<file path="config.mk">
export PLATFORM = sky130hd
export DESIGN_NAME = indicator_drive_control
export DESIGN_NICKNAME = d
export VERILOG_FILES = /design/src/hdl/lamp_pwm.v /design/src/hdl/indicator_drive_control.v
export VERILOG_INCLUDE_DIRS = /design/src /design/src/hdl
export SDC_FILE = /design/constraint.sdc
export NUM_CORES = 1
export LEC_CHECK = 0
export BUFFER_PORTS_ARGS = -buffer_cell sky130_fd_sc_hd__buf_2
export CAP_MARGIN = 20
export CORE_MARGIN = 4
export CORE_UTILIZATION = 55
export DETAILED_ROUTE_END_ITERATION = 16
export PLACE_DENSITY = 0.75
export SETUP_SLACK_MARGIN = 0.5
export SYNTH_ARGS = -nofsm -noshare
export SYNTH_HDL_FRONTEND = slang
export SYNTH_HIERARCHICAL = 1
export SYNTH_SLANG_ARGS = --single-unit
</file>
<file path="constraint.sdc">
create_clock -name clk -period 2.38 [get_ports clk]
set_input_delay 0.238 -clock clk [delete_from_list [all_inputs] [get_ports clk]]
set_output_delay 0.238 -clock clk [all_outputs]
set_load 0.05 [all_outputs]
</file>
<file path="src/hdl/indicator_map.vh">
// Register offsets, field positions and reset values for the indicator drive block
`ifndef INDICATOR_MAP_VH
`define INDICATOR_MAP_VH
`define ADDR_LINK_ENABLE        8'h72
`define ADDR_POLARITY           8'h73
`define ADDR_DRIVE_REQUEST      8'h74
`define ADDR_LINK_TRANSITION    8'h77
`define ADDR_DUTY_MIRROR        8'h79
`define ADDR_BEHAVIOR           8'h81
`define ADDR_DUTY_LIMITS        8'h90
`define ADDR_CONFIG             8'h91
`define ADDR_LAMP_STATE         8'h92
`define CFG_INV_LINK_BIT        0
`define CFG_BLOCK_POL_MIR_BIT   1
`define RST_LAMP3               3'h0
`define RST_BEHAVIOR            6'h00
`define RST_MIN_DUTY            4'h0
`define RST_MAX_DUTY            4'hf
`define RST_CONFIG              2'h0
`define PWM_PERIOD_STEPS        5'h10
`define PWM_TICK_DIV            8'h18
`endif

</file>
<file path="src/hdl/lamp_pwm.v">
// Duty-cycle pulse generator for one indicator lamp
module lamp_pwm #(
  parameter STEP_BITS = 4
) (
  input  wire                 clk,
  input  wire                 nrst,
  input  wire                 tick,
  input  wire [STEP_BITS-1:0] phase,
  input  wire [STEP_BITS-1:0] duty,
  input  wire                 full,
  output reg                  active_reg
);
  // Active for duty steps of each period; full forces constant activity
  always @(posedge clk or negedge nrst) begin
    if (!nrst) begin
      active_reg <= 1'b0;
    end else if (tick) begin
      active_reg <= full | (phase < duty);
    end
  end
endmodule

</file>
<file path="src/hdl/indicator_drive_control.v">
// Indicator lamp drive control: registers, link logic, polarity, mirror and PWM
module indicator_drive_control #(
  parameter STEP_BITS = 4,
  parameter TICK_DIV  = 8'h18
) (
  input  wire       clk,
  input  wire       nrst,
  input  wire [7:0] addr,
  input  wire [7:0] wdata,
  input  wire       wr,
  input  wire       rd,
  output reg  [7:0] rdata,
  input  wire       touch_input_1,
  input  wire       touch_input_2,
  input  wire       touch_input_3,
  output reg  [2:0] lamp_out,
  output reg  [2:0] lamp_oe_n
);
`include "indicator_map.vh"

  reg [2:0] link_reg;
  reg [2:0] polarity_reg;
  reg [2:0] drive_reg;
  reg [2:0] transition_reg;
  reg [2:0] mirror_reg;
  reg [5:0] behavior_reg;
  reg [3:0] min_duty_reg;
  reg [3:0] max_duty_reg;
  reg [1:0] config_reg;
  reg [2:0] touch_meta_reg;
  reg [2:0] touch_sync_reg;
  reg [2:0] touch_prev_reg;
  reg [2:0] link_prev_reg;
  reg [2:0] hold_reg;
  reg [2:0] actuate_reg;
  reg [7:0] div_reg;
  reg       tick_reg;
  reg [3:0] phase_reg;
  wire [2:0] pwm_active;
  wire [2:0] touch_raw;
  wire [2:0] new_link;
  reg  [2:0] actuate_next;
  reg  [3:0] duty_sel [0:2];
  integer i;
  integer j;
  integer m;

  assign touch_raw = {touch_input_3, touch_input_2, touch_input_1};
  assign new_link  = link_reg & ~link_prev_reg;

  function [3:0] ref_duty;
    input [3:0] d;
    input       mir;
    begin
      ref_duty = mir ? (4'hf - d) : d;
    end
  endfunction

  function wr_hit;
    input [7:0] a;
    input [7:0] target;
    begin
      wr_hit = (a == target);
    end
  endfunction

  // Register writes; polarity write drags mirror along
  always @(posedge clk or negedge nrst) begin
    if (!nrst) begin
      link_reg       <= `RST_LAMP3;
      polarity_reg   <= `RST_LAMP3;
      drive_reg      <= `RST_LAMP3;
      transition_reg <= `RST_LAMP3;
      mirror_reg     <= `RST_LAMP3;
      behavior_reg   <= `RST_BEHAVIOR;
      min_duty_reg   <= `RST_MIN_DUTY;
      max_duty_reg   <= `RST_MAX_DUTY;
      config_reg     <= `RST_CONFIG;
    end else if (wr) begin
      if (wr_hit(addr, `ADDR_LINK_ENABLE))
        link_reg <= wdata[2:0];
      if (wr_hit(addr, `ADDR_POLARITY)) begin
        polarity_reg <= wdata[2:0];
        if (!config_reg[`CFG_BLOCK_POL_MIR_BIT])
          mirror_reg <= (mirror_reg & ~(wdata[2:0] ^ polarity_reg))
                        | (wdata[2:0] & (wdata[2:0] ^ polarity_reg));
      end
      if (wr_hit(addr, `ADDR_DRIVE_REQUEST))
        drive_reg <= wdata[2:0];
      if (wr_hit(addr, `ADDR_LINK_TRANSITION))
        transition_reg <= wdata[2:0];
      if (wr_hit(addr, `ADDR_DUTY_MIRROR))
        mirror_reg <= wdata[2:0];
      if (wr_hit(addr, `ADDR_BEHAVIOR))
        behavior_reg <= wdata[5:0];
      if (wr_hit(addr, `ADDR_DUTY_LIMITS)) begin
        min_duty_reg <= wdata[3:0];
        max_duty_reg <= wdata[7:4];
      end
      if (wr_hit(addr, `ADDR_CONFIG))
        config_reg <= wdata[1:0];
    end
  end

  // Read data one cycle after strobe; unmapped reads return zero
  always @(posedge clk or negedge nrst) begin
    if (!nrst) begin
      rdata <= 8'h00;
    end else if (rd) begin
      case (addr)
        `ADDR_LINK_ENABLE:     rdata <= {5'h00, link_reg};
        `ADDR_POLARITY:        rdata <= {5'h00, polarity_reg};
        `ADDR_DRIVE_REQUEST:   rdata <= {5'h00, drive_reg};
        `ADDR_LINK_TRANSITION: rdata <= {5'h00, transition_reg};
        `ADDR_DUTY_MIRROR:     rdata <= {5'h00, mirror_reg};
        `ADDR_BEHAVIOR:        rdata <= {2'h0, behavior_reg};
        `ADDR_DUTY_LIMITS:     rdata <= {max_duty_reg, min_duty_reg};
        `ADDR_CONFIG:          rdata <= {6'h00, config_reg};
        `ADDR_LAMP_STATE:      rdata <= {5'h00, actuate_reg};
        default:               rdata <= 8'h00;
      endcase
    end else begin
      rdata <= 8'h00;
    end
  end

  // Touch pins arrive asynchronously
  always @(posedge clk or negedge nrst) begin
    if (!nrst) begin
      touch_meta_reg <= 3'h0;
      touch_sync_reg <= 3'h0;
      touch_prev_reg <= 3'h0;
      link_prev_reg  <= 3'h0;
    end else begin
      touch_meta_reg <= touch_raw;
      touch_sync_reg <= touch_meta_reg;
      touch_prev_reg <= touch_sync_reg;
      link_prev_reg  <= link_reg;
    end
  end

  // Actuation source select; hold keeps host state across a smooth link
  always @* begin
    actuate_next = 3'h0;
    for (j = 0; j < 3; j = j + 1) begin
      if (!link_reg[j]) begin
        actuate_next[j] = drive_reg[j];
      end else if (new_link[j] && drive_reg[j] && transition_reg[j]) begin
        actuate_next[j] = 1'b1;
      end else if (hold_reg[j] && !(new_link[j])) begin
        // Touch edge flips the held lamp off; it stays so until unlinked
        if (config_reg[`CFG_INV_LINK_BIT] && touch_sync_reg[j] && !touch_prev_reg[j])
          actuate_next[j] = 1'b0;
        else
          actuate_next[j] = actuate_reg[j];
      end else begin
        actuate_next[j] = touch_sync_reg[j];
      end
    end
  end

  always @(posedge clk or negedge nrst) begin
    if (!nrst) begin
      actuate_reg <= 3'h0;
      hold_reg    <= 3'h0;
    end else begin
      actuate_reg <= actuate_next;
      for (i = 0; i < 3; i = i + 1) begin
        if (!link_reg[i])
          hold_reg[i] <= 1'b0;
        else if (new_link[i])
          hold_reg[i] <= drive_reg[i] & transition_reg[i];
      end
    end
  end

  // PWM step enable from a divider; one clock only
  always @(posedge clk or negedge nrst) begin
    if (!nrst) begin
      div_reg   <= 8'h00;
      tick_reg  <= 1'b0;
      phase_reg <= 4'h0;
    end else begin
      tick_reg <= (div_reg == TICK_DIV - 8'h01);
      if (div_reg == TICK_DIV - 8'h01)
        div_reg <= 8'h00;
      else
        div_reg <= div_reg + 8'h01;
      if (tick_reg)
        phase_reg <= phase_reg + 4'h1;
    end
  end

  // Duty: minimum when idle, maximum when actuated, referenced by mirror
  always @* begin
    for (m = 0; m < 3; m = m + 1) begin
      duty_sel[m] = ref_duty(actuate_reg[m] ? max_duty_reg : min_duty_reg,
                             mirror_reg[m]);
    end
  end

  genvar g;
  generate
    for (g = 0; g < 3; g = g + 1) begin : lamp
      lamp_pwm #(
        .STEP_BITS (STEP_BITS)
      ) u_pwm (
        .clk        (clk),
        .nrst       (nrst),
        .tick       (tick_reg),
        .phase      (phase_reg),
        .duty       (duty_sel[g]),
        .full       (duty_sel[g] == 4'hf),
        .active_reg (pwm_active[g])
      );
    end
  endgenerate

  // Polarity bit set: active time is high; polarity bit clear: active time is low
  always @(posedge clk or negedge nrst) begin
    if (!nrst) begin
      lamp_out  <= 3'h7;
      lamp_oe_n <= 3'h0;
    end else begin
      lamp_out  <= polarity_reg ^ ~pwm_active;
      lamp_oe_n <= 3'h0;
    end
  end
endmodule

</file>
==> flow_summary.yaml, run 1 <==
run_status:
  status: "finished clean"
placement:
  place_inst: 450
  gp_congestion: 0.882
  port_buffers: 33
  place_hpwl_mm: 5.63
worst_setup_path:
  crit_start: "actuate_reg[0]"
  start_kind: "register"
  worstSetupEndpointType: "register"
  reg2reg_slack_ns: 0.64
  cp_slowest_cell: "dfrtp_2"
  path_cells: "mux2i_1 -> xnor2_1 -> inv_1 -> ha_1 -> a21oi_1 -> o21ai_1 -> a31oi_1"
  criticalPathCategory: "register to register"
  cp-endpoint: "lamp[0].u_pwm/active_reg"
  critPathTopFamily: "flip-flops"
  crit_cells: 7
  timing.rr.start: "actuate_reg[0]"
  worst-path-buf-inv: 1
  critPathMaxFanout: 6
  r2r-end: "lamp[0].u_pwm/active_reg"
  arrival_ns: 2.00
  reg2regPathDepth: 7
  max_stage_delay_ns: 0.47
  worstPathRequired_ns: 2.64
logic_synthesis:
  synth_cells: 334
  synth_warnings: 6
  synth_edf_count: 0
  ys_seq_area_share_pct: 49.0
  async_reset_ff_share_pct: 100
  avgSynthCellArea_um2: 11.7
  yosysUniqueCellTypes: 53
  syn_area_mm2: 0.00390
  yosys_most_used_dff: "dfrtp_1"
  ys_ff_latch: 76
detailed_routing:
  vias: 2640
  drc: 0
  wl_mm: 7.62
  antenna_left: 0
  dr.pass1.iters: 4
  vias_per_cell: 5.63
  wl_per_cell_um: 16.3
  dr.first_iter.drc_count: 170
grt:
  first_global_vias: 2654
  overflow: 0
  grt_pass1_wl_mm: 12.9
  grtUsageTotal_pct: 19.5
  antenna_found_initial: 0
  grt_max_degree: 77
sta:
  worst_pin_slew_ns: 0.907
  setup_viol: 0
  skew_ns: 0.00953
  max_freq_ghz: 0.576
  fin_crit_sh_pct: 73.0
  hold_viol_final: 0
  max_slew_margin_pct: 39.5
  setup_tns_ns: 0
  maxSlewViolCount: 0
  fin_crit_ns: 1.74
  rsz0062_at_grt: "no"
clock_tree:
  clock_sinks: 76
  ctsHtreeMaxLevel: 3
  path_clk_slew_ns: 0.08
  cts_buffers: 9
  cts_tree: "done"
  cts_setup_buffers: 0
  cts_root_buf: "clkbuf_8"
  clk_latency_ns: 0.34
  clockBufferDepth: 2
floorplanning:
  io_pins: 37
  fp.dieArea_mm2: 0.00851
  initial_utilization_pct: 57.1
  chipWidth_um: 92.2
  coreArea_mm2: 0.00683
  num_rows: 30
  die_h_um: 92.2
cells_and_area:
  nets: 402
  final_cells: 469
  syn_to_final_growth_pct: 10.5
  drive_gt1_share_pct: 30.3
  antenna_cells: 0
  mostFrequentLayoutCells: "dfrtp_1 (66), buf_2 (32), mux2_2 (28)"
  fillCellCount: 570
  final_common_cell: "dfrtp_1"
min_path:
  hold_path_class: "input port to asynchronous set/reset pin"
power_and_ir_drop:
  vdd.ir_drop.worst_mv: 0.461
  p_per_area_mw_per_mm2: 585
  leakagePower_nw: 1.88
job:
  cap_violations: 0
==> synth_stat cells (4+ instances only) <==
cell type	n	area share, %
a21oi_1	11	1.4
a22oi_1	5	0.96
a31oi_1	7	1.1
and3_1	6	0.96
buf_4	4	0.77
buf_6	4	1.2
dfrtp_1	69	44
dfstp_2	7	4.7
ha_1	11	3.5
inv_1	17	1.6
mux2_2	28	8.1
mux2i_1	16	4.1
nand2_1	20	1.9
nand3_1	12	1.5
nor2_1	14	1.3
nor3_1	6	0.77
o21ai_0	10	1.3
o22ai_1	5	0.80
xnor2_1	21	4.7
==> worst min path at each step <==
stage,start,end,slack [ns],cells after the start
after floorplan,nrst,asynchronous set/reset pin,-0.06,0
final,nrst,touch_meta_reg[0],0.03,1
after global routing,nrst,link_prev_reg[1],0.1,1
after CTS,nrst,touch_meta_reg[0],0.06,1
after detailed placement,touch_meta_reg[0],touch_sync_reg[0],0.34,0
after global placement,touch_meta_reg[0],touch_sync_reg[0],0.33,0
==> through the flow <==
stage          area (µm²)  util (%)  worst slack [ns]  power [W]  hold slack, ns
3_3_place_gp         4090      59.9             0.607    0.00167           0.333
2_1_floorplan        3910         -             0.687    0.00159         -0.0576
4_1_cts              4300      62.9             0.566    0.00255          0.0598
3_5_place_dp         4090      59.9             0.589    0.00168           0.339
5_1_grt              4310      63.1             0.554    0.00263          0.0966
6_report             4310      63.1             0.643    0.00252          0.0343
==> layer usage <==
layer | track usage (%) | up-vias | wire (µm)
met3 | 3.77 | 11 | 357
li1 | - | 1253 | -
met5 | 0 | - | 0
met4 | 8.42 | 0 | 125
met1 | 27.2 | 1309 | 3550
met2 | 29.9 | 67 | 3590
==> logic make-up (layout without fill, tap and decap cells) <==
kind of cell	Yosys count	in the layout	synth area share (%)
compound gates	57	57	10.5
xor+xnor	24	24	5.39
fa+ha+maj	11	11	3.53
buf+inv	33	70	4.49
flops	76	76	49.0
mux	45	45	12.6
other cells	1	3	0.0961
simple gates	87	87	14.5
==> worst reg2reg max path: stages, from the launching register on <==
cell	delay (ns)
dfrtp_2	0.47
mux2i_1	0.25
xnor2_1	0.17
inv_1	0.07
ha_1	0.31
a21oi_1	0.16
o21ai_1	0.08
a31oi_1	0.16
==> cell type report <==
class	instances	area, µm²	area share [%]
clock buffers	10	138	3.19
clock inverters	6	38.8	0.900
inverters	17	63.8	1.48
repair buffers	37	205	4.76
flip-flops and latches	76	1910	44.4
multi-input cells	227	1830	42.5
well taps	96	120	2.79
==> timing repair <==
item	4_1_cts	5_1_grt
endpoints found under the hold margin	3	0
gates resized for setup	0	4
endpoints found under the setup margin	0	5
hold buffers	3	0
==> report_power, final <==
group	internal, W	total [W]	switching (W)
combinational	0.000102	0.000254	0.000152
sequential	0.00135	0.00140	0.0000518
clock	0.000404	0.000864	0.000459
total	0.00186	0.00252	0.000664
No activity file was read; power rests on OpenSTA's default activity.
==> run 2, diff against run 1 <==
--- a/config.mk
+++ b/config.mk
@@ -9,7 +9,7 @@
 export BUFFER_PORTS_ARGS = -buffer_cell sky130_fd_sc_hd__buf_2
 export CAP_MARGIN = 20
 export CORE_MARGIN = 4
-export CORE_UTILIZATION = 55
+export CORE_UTILIZATION = 53
 export DETAILED_ROUTE_END_ITERATION = 16
 export PLACE_DENSITY = 0.75
 export SETUP_SLACK_MARGIN = 0.5
==> constraint.sdc (replaced) <==
create_clock -name clk -period 1.4 [get_ports clk]
set_input_delay 0.14 -clock clk [delete_from_list [all_inputs] [get_ports clk]]
set_output_delay 0.14 -clock clk [all_outputs]
set_load 0.05 [all_outputs]
==> run 2 against run 1 <==
  * The flow now finishes with violations (setup timing)
  * Cell count grew 15%
  * Via count rose by 18%
  * Sequential share of layout area down 11 points
  * Sequential cell count unchanged
==> flow_summary.yaml, run 2 (same netlist as run 1, synthesis figures left out) <==
clock_tree:
  clk_latency_ns: 0.37
  path_clk_slew_ns: 0.09
  clockBufferDepth: 2
  cts_root_buf: "clkbuf_8"
  cts_buffers: 9
  clock_sinks: 76
  cts_tree: "done"
  ctsHtreeMaxLevel: 3
grt:
  antenna_found_initial: 0
  grt_max_degree: 30
  first_global_vias: 3194
  overflow: 0
  grt_pass1_wl_mm: 16.5
  grtUsageTotal_pct: 24.8
run_status:
  status: "complete, but fails checks"
  violations: "setup timing"
sta:
  skew_ns: 0.00965
  fin_crit_ns: 1.83
  fin_ws_ns: -0.425
  hold_viol_final: 0
  setup_viol: 4
  max_freq_ghz: 0.548
  rsz0062_at_grt: "yes"
  fin_crit_sh_pct: 130
  maxSlewViolCount: 0
  holdWs_ns: 0.0154
min_path:
  hold_path_class: "input port to register"
floorplanning:
  num_rows: 31
  fp.dieArea_mm2: 0.00880
  io_pins: 37
  die_h_um: 93.8
  initial_utilization_pct: 54.1
  coreArea_mm2: 0.00721
  chipWidth_um: 93.8
cells_and_area:
  syn_to_final_growth_pct: 46.9
  nets: 468
  final_util_pct: 79.4
  final_area_mm2: 0.00573
  final_common_cell: "dfrtp_1"
  antenna_cells: 0
  drive_gt1_share_pct: 56.9
  mostFrequentLayoutCells: "dfrtp_1 (56), buf_4 (36), buf_6 (33)"
worst_setup_path:
  worstSetupEndpointType: "register"
  worstPathRequired_ns: 1.64
  start_kind: "register"
  arrival_ns: 2.06
  criticalPathCategory: "register to register"
  critPathMaxFanout: 4
detailed_routing:
  dr.pass1.iters: 4
  antenna_left: 0
  dr.first_iter.drc_count: 147
  vias: 3110
  wl_per_cell_um: 20.6
  drc: 0
  wl_mm: 11.1
  vias_per_cell: 5.78
placement:
  place_ws_ns: -0.336
  port_buffers: 33
  gp_congestion: 0.924
  dpl-instance-area_mm2: 0.00463
  place_hpwl_mm: 6.48
job:
  cap_violations: 0
power_and_ir_drop:
  p_per_area_mw_per_mm2: 886
  p_total_w: 0.00508
  leakagePower_nw: 2.46
  vdd.ir_drop.worst_mv: 0.676
[run 2: where the power goes]
part,internal (W),switching [W],total (W)
Combinational,0.000365,0.000353,0.000718
Sequential,0.00230,0.000102,0.00240
Clock,0.00107,0.000894,0.00196
Total,0.00373,0.00135,0.00508
[run 2: final timing paths]
kind / from / endpoint / slack [ns] / cells past startpoint
max: actuate_reg[2] / lamp[2].u_pwm/active_reg / -0.43 / 7
min in group asynchronous: nrst / rdata[1] / 0.25 / 2
max reg2reg: actuate_reg[2] / lamp[2].u_pwm/active_reg / -0.43 / 7
max in group asynchronous: nrst / max_duty_reg[3] / 0.61 / 3
min reg2reg: touch_meta_reg[0] / touch_sync_reg[0] / 0.36 / 0
min: wdata[5] / behavior_reg[5] / 0.02 / 2
[run 2: final cells by class]
type	instances	area (µm²)
Inverter	17	63.8
Clock buffer	10	138
Fill cell	402	1480
Multi-Input combinational cell	227	2350
Clock inverter	6	93.8
Sequential cell	76	1930
Timing Repair Buffer	103	1030
Tap cell	99	124
[run 2: what timing repair did]
| item | in CTS | in global routing |
|---|---|---|
| hold endpoints to repair | 28 | 0 |
| pin swaps | 30 | 28 |
| setup buffers | 17 | 10 |
| setup endpoints to repair | 64 | 69 |
| hold buffers | 5 | 0 |
| resized for setup | 109 | 46 |
[run 2: worst max-delay path, cell delays in order, from the launching register on]
cell and delay (ns):
dfrtp_2 0.46, mux2i_2 0.30, xnor2_1 0.20, inv_1 0.12
ha_4 0.28, o211ai_2 0.09, o21ai_1 0.14, a31oi_1 0.10
[run 2: metrics by stage]
stage	cells	TNS [ns]
global route	538	-1.39
CTS	528	-0.773
detailed placement	490	-3.13
floorplan	336	-0.381
global placement	490	-2.64
finish	538	-1.02
[run 2: per-layer routing]
| layer | GRT usage, % | routed length [µm] | vias to the layer above |
|---|---|---|---|
| li1 | - | - | 1391 |
| met1 | 30.4 | 4370 | 1567 |
| met2 | 42.2 | 5730 | 111 |
| met3 | 3.77 | 548 | 41 |
| met4 | 13.0 | 414 | 0 |
| met5 | 0 | 0 | - |
==> run 3, diff against run 2 <==
--- a/config.mk
+++ b/config.mk
@@ -6,12 +6,13 @@
 export SDC_FILE = /design/constraint.sdc
 export NUM_CORES = 1
 export LEC_CHECK = 0
+export ABC_AREA = 1
 export BUFFER_PORTS_ARGS = -buffer_cell sky130_fd_sc_hd__buf_2
 export CAP_MARGIN = 20
 export CORE_MARGIN = 4
-export CORE_UTILIZATION = 53
+export CORE_UTILIZATION = 54
 export DETAILED_ROUTE_END_ITERATION = 16
-export PLACE_DENSITY = 0.75
+export PLACE_DENSITY = 0.76
 export SETUP_SLACK_MARGIN = 0.5
 export SYNTH_ARGS = -nofsm -noshare
 export SYNTH_HDL_FRONTEND = slang
==> run 3 against run 2 <==
  * The run still ends with setup timing left
  * Maximum frequency is 1.7% lower
  * Clock power is 2% lower
  * Count of clock-buffer cells in the layout is 1 higher
  * Critical path type unchanged
  * Wire length is 16% higher
  * Sequential share of layout area is 1.8 points lower
  * Register-to-register slack worse by 0.03 ns
  * Largest power group unchanged
  * Combinational power grew to 3.6 times the previous value
  * Non-clock buffer count is 15 higher
  * Critical path depth is 4 higher
  * Worst setup slack worse by 0.031 ns
  * Clock skew is 0.0020 ns lower
  * Worst hold slack better by 0.0035 ns
  * Highest routed layer unchanged
==> flow_summary.yaml, run 3 <==
worst_setup_path:
  start_kind: "register"
  arrival_ns: 2.16
  criticalPathCategory: "register to register"
  critPathMaxFanout: 6
  timing.rr.start: "actuate_reg[2]"
  cp_common_cell: "nand2_1"
  worst-path-buf-inv: 3
  r2r-end: "lamp[2].u_pwm/active_reg"
  cp_slowest_cell: "dfrtp_2"
  critPathTopFamily: "flip-flops"
  reg2regPathDepth: 11
  worstPathRequired_ns: 1.70
  worstSetupEndpointType: "register"
  max_stage_delay_ns: 0.48
  path_cells: "buf_6 -> nand2_1 -> o21ai_1 -> xor2_1 -> inv_1 -> ha_1 -> nand2_1 -> inv_1 -> nand2_1 -> nand2_2 -> a21oi_2"
  reg2reg_slack_ns: -0.46
sta:
  fin_crit_ns: 1.86
  max_freq_ghz: 0.539
  skew_ns: 0.00768
  fin_ws_ns: -0.456
  setup_viol: 3
  hold_viol_final: 0
  rsz0062_at_grt: "yes"
  fin_crit_sh_pct: 133
  setup_tns_ns: -1.18
  maxSlewViolCount: 0
cells_and_area:
  final_common_cell: "nand2_1"
  antenna_cells: 0
  drive_gt1_share_pct: 43.7
  fillCellCount: 382
  nets: 656
  syn_to_final_growth_pct: 46.3
  mostFrequentLayoutCells: "nand2_1 (91), inv_1 (67), dfrtp_1 (60)"
  final_cells: 726
  final_util_pct: 82.4
logic_synthesis:
  avgSynthCellArea_um2: 8.29
  synth.area.top_cells: "dfrtp_1 (42%), nand2_1 (11%), inv_1 (7.3%)"
  yosysUniqueCellTypes: 37
  synth_warnings: 6
  syn_area_mm2: 0.00413
  synth_edf_count: 0
  synth_cells: 498
  synth_common_cells: "nand2_1 (117), inv_1 (80), dfrtp_1 (69)"
  yosys_most_used_dff: "dfrtp_1"
  synth.top_cell.area_share_pct: 41.8
  async_reset_ff_share_pct: 100
  synth_top_cell_by_area: "dfrtp_1"
  synth_most_common_cell: "nand2_1"
  ys_ff_latch: 76
  ys_seq_area_share_pct: 46.3
detailed_routing:
  vias: 4037
  dr.first_iter.drc_count: 320
  wl_mm: 12.9
  drc: 0
  vias_per_cell: 5.56
  wl_per_cell_um: 17.7
  dr.pass1.iters: 6
  antenna_left: 0
clock_tree:
  clk_latency_ns: 0.36
  path_clk_slew_ns: 0.08
  cts_buffers: 9
  cts_tree: "done"
  ctsHtreeMaxLevel: 3
  cts_root_buf: "clkbuf_8"
  clockBufferDepth: 2
  clock_sinks: 76
power_and_ir_drop:
  p_per_area_mw_per_mm2: 1180
  leakagePower_nw: 3.04
  vdd.ir_drop.worst_mv: 0.819
floorplanning:
  num_rows: 31
  coreArea_mm2: 0.00733
  io_pins: 37
  die_h_um: 95.4
  initial_utilization_pct: 56.3
  chipWidth_um: 95.4
  fp.dieArea_mm2: 0.00910
min_path:
  hold_path_class: "input port to register"
  min_to: "max_duty_reg[2]"
  whs_path_depth: 3
  hp-start: "wdata[6]"
job:
  cap_violations: 0
grt:
  overflow: 0
  first_global_vias: 3918
  grtUsageTotal_pct: 26.5
  antenna_found_initial: 0
  grt_max_degree: 77
  grt_pass1_wl_mm: 18.3
run_status:
  status: "complete, but fails checks"
  violations: "setup timing"
placement:
  place_hpwl_mm: 6.91
  place_ws_ns: -0.321
  place_inst: 652
  port_buffers: 33
  gp_congestion: 0.901
[run 3: cell types whose count changed in the layout (fill, tap and decap cells not counted), sizes merged, moves of 6 or more]
cell | before | now
xnor2 | 21 | 4
nor2 | 16 | 52
buf | 98 | 112
o21ai | 13 | 39
mux2 | 29 | 1
xor2 | 3 | 17
nand3 | 12 | 33
and3 | 6 | 0
nand2 | 23 | 130
mux2i | 16 | 0
inv | 19 | 85
[run 3: kinds of logic (layout without fill, tap and decap cells)]
kind of cell / count (synthesis) / count (layout) / share of synthesized area (%)
mux: 1 / 1 / 0.273
xor+xnor: 21 / 21 / 4.46
flops: 76 / 76 / 46.3
compound gates: 63 / 63 / 8.85
other cells: 1 / 3 / 0.0909
buf+inv: 93 / 218 / 9.52
simple gates: 232 / 234 / 27.2
fa+ha+maj: 11 / 11 / 3.34
[run 3: routing by layer]
layer  part of all wire [%]  vias to the layer above  GRT usage (%)
met3                    8.0                       58           4.89
li1                       -                     1804              -
met1                     37                     1942           32.5
met5                      0                        -              0
met2                     51                      233           45.3
met4                    4.0                        0           12.1
[run 3: worst max-delay path by stage]
stage / start / end / cells past startpoint
2_1_floorplan: max_duty_reg[3] / lamp[0].u_pwm/active_reg / 9
3_3_place_gp: actuate_reg[1] / lamp[1].u_pwm/active_reg / 9
3_5_place_dp: actuate_reg[1] / lamp[1].u_pwm/active_reg / 9
5_1_grt: actuate_reg[2] / lamp[2].u_pwm/active_reg / 11
4_1_cts: max_duty_reg[1] / lamp[2].u_pwm/active_reg / 11
6_report: actuate_reg[2] / lamp[2].u_pwm/active_reg / 11
[run 3: stage by stage]
stage / total power [W] / hold slack [ns] / area, µm²
5_1_grt: 0.00746 / 0.0152 / 6040
2_1_floorplan: 0.00372 / -0.156 / 4350
4_1_cts: 0.00656 / 0.00405 / 5590
6_report: 0.00712 / 0.0189 / 6040
3_3_place_gp: 0.00410 / 0.189 / 4780
3_5_place_dp: 0.00418 / 0.193 / 4780
[run 3: layout make-up]
type / count / area, µm² / area share [%]
flip-flops and latches: 76 / 1920 / 31.8
repair buffers: 118 / 1080 / 17.9
multi-input cells: 333 / 2300 / 38.0
inverters: 84 / 390 / 6.46
well taps: 99 / 124 / 2.05
clock buffers: 11 / 141 / 2.34
clock inverters: 5 / 83.8 / 1.39
[run 3: tightest hold or removal path: stages]
cell and delay (ns):
buf_2 0.08, nand2_1 0.07, o21ai_2 0.06
[run 3: what timing repair did]
action,in CTS,in global routing
pin swaps,31,42
endpoints found under the setup margin,63,62
hold endpoints to repair,74,0
gates cloned,2,0
hold buffers,6,0
buffers inserted,30,20
resized for setup,86,82
[run 3: where the power goes]
| part | switching [W] | internal (W) | leakage, nW |
|---|---|---|---|
| Sequential | 0.000237 | 0.00240 | 0.867 |
| Clock | 0.000858 | 0.00106 | 0.106 |
| Combinational | 0.00135 | 0.00122 | 2.07 |
| Total | 0.00244 | 0.00468 | 3.04 |
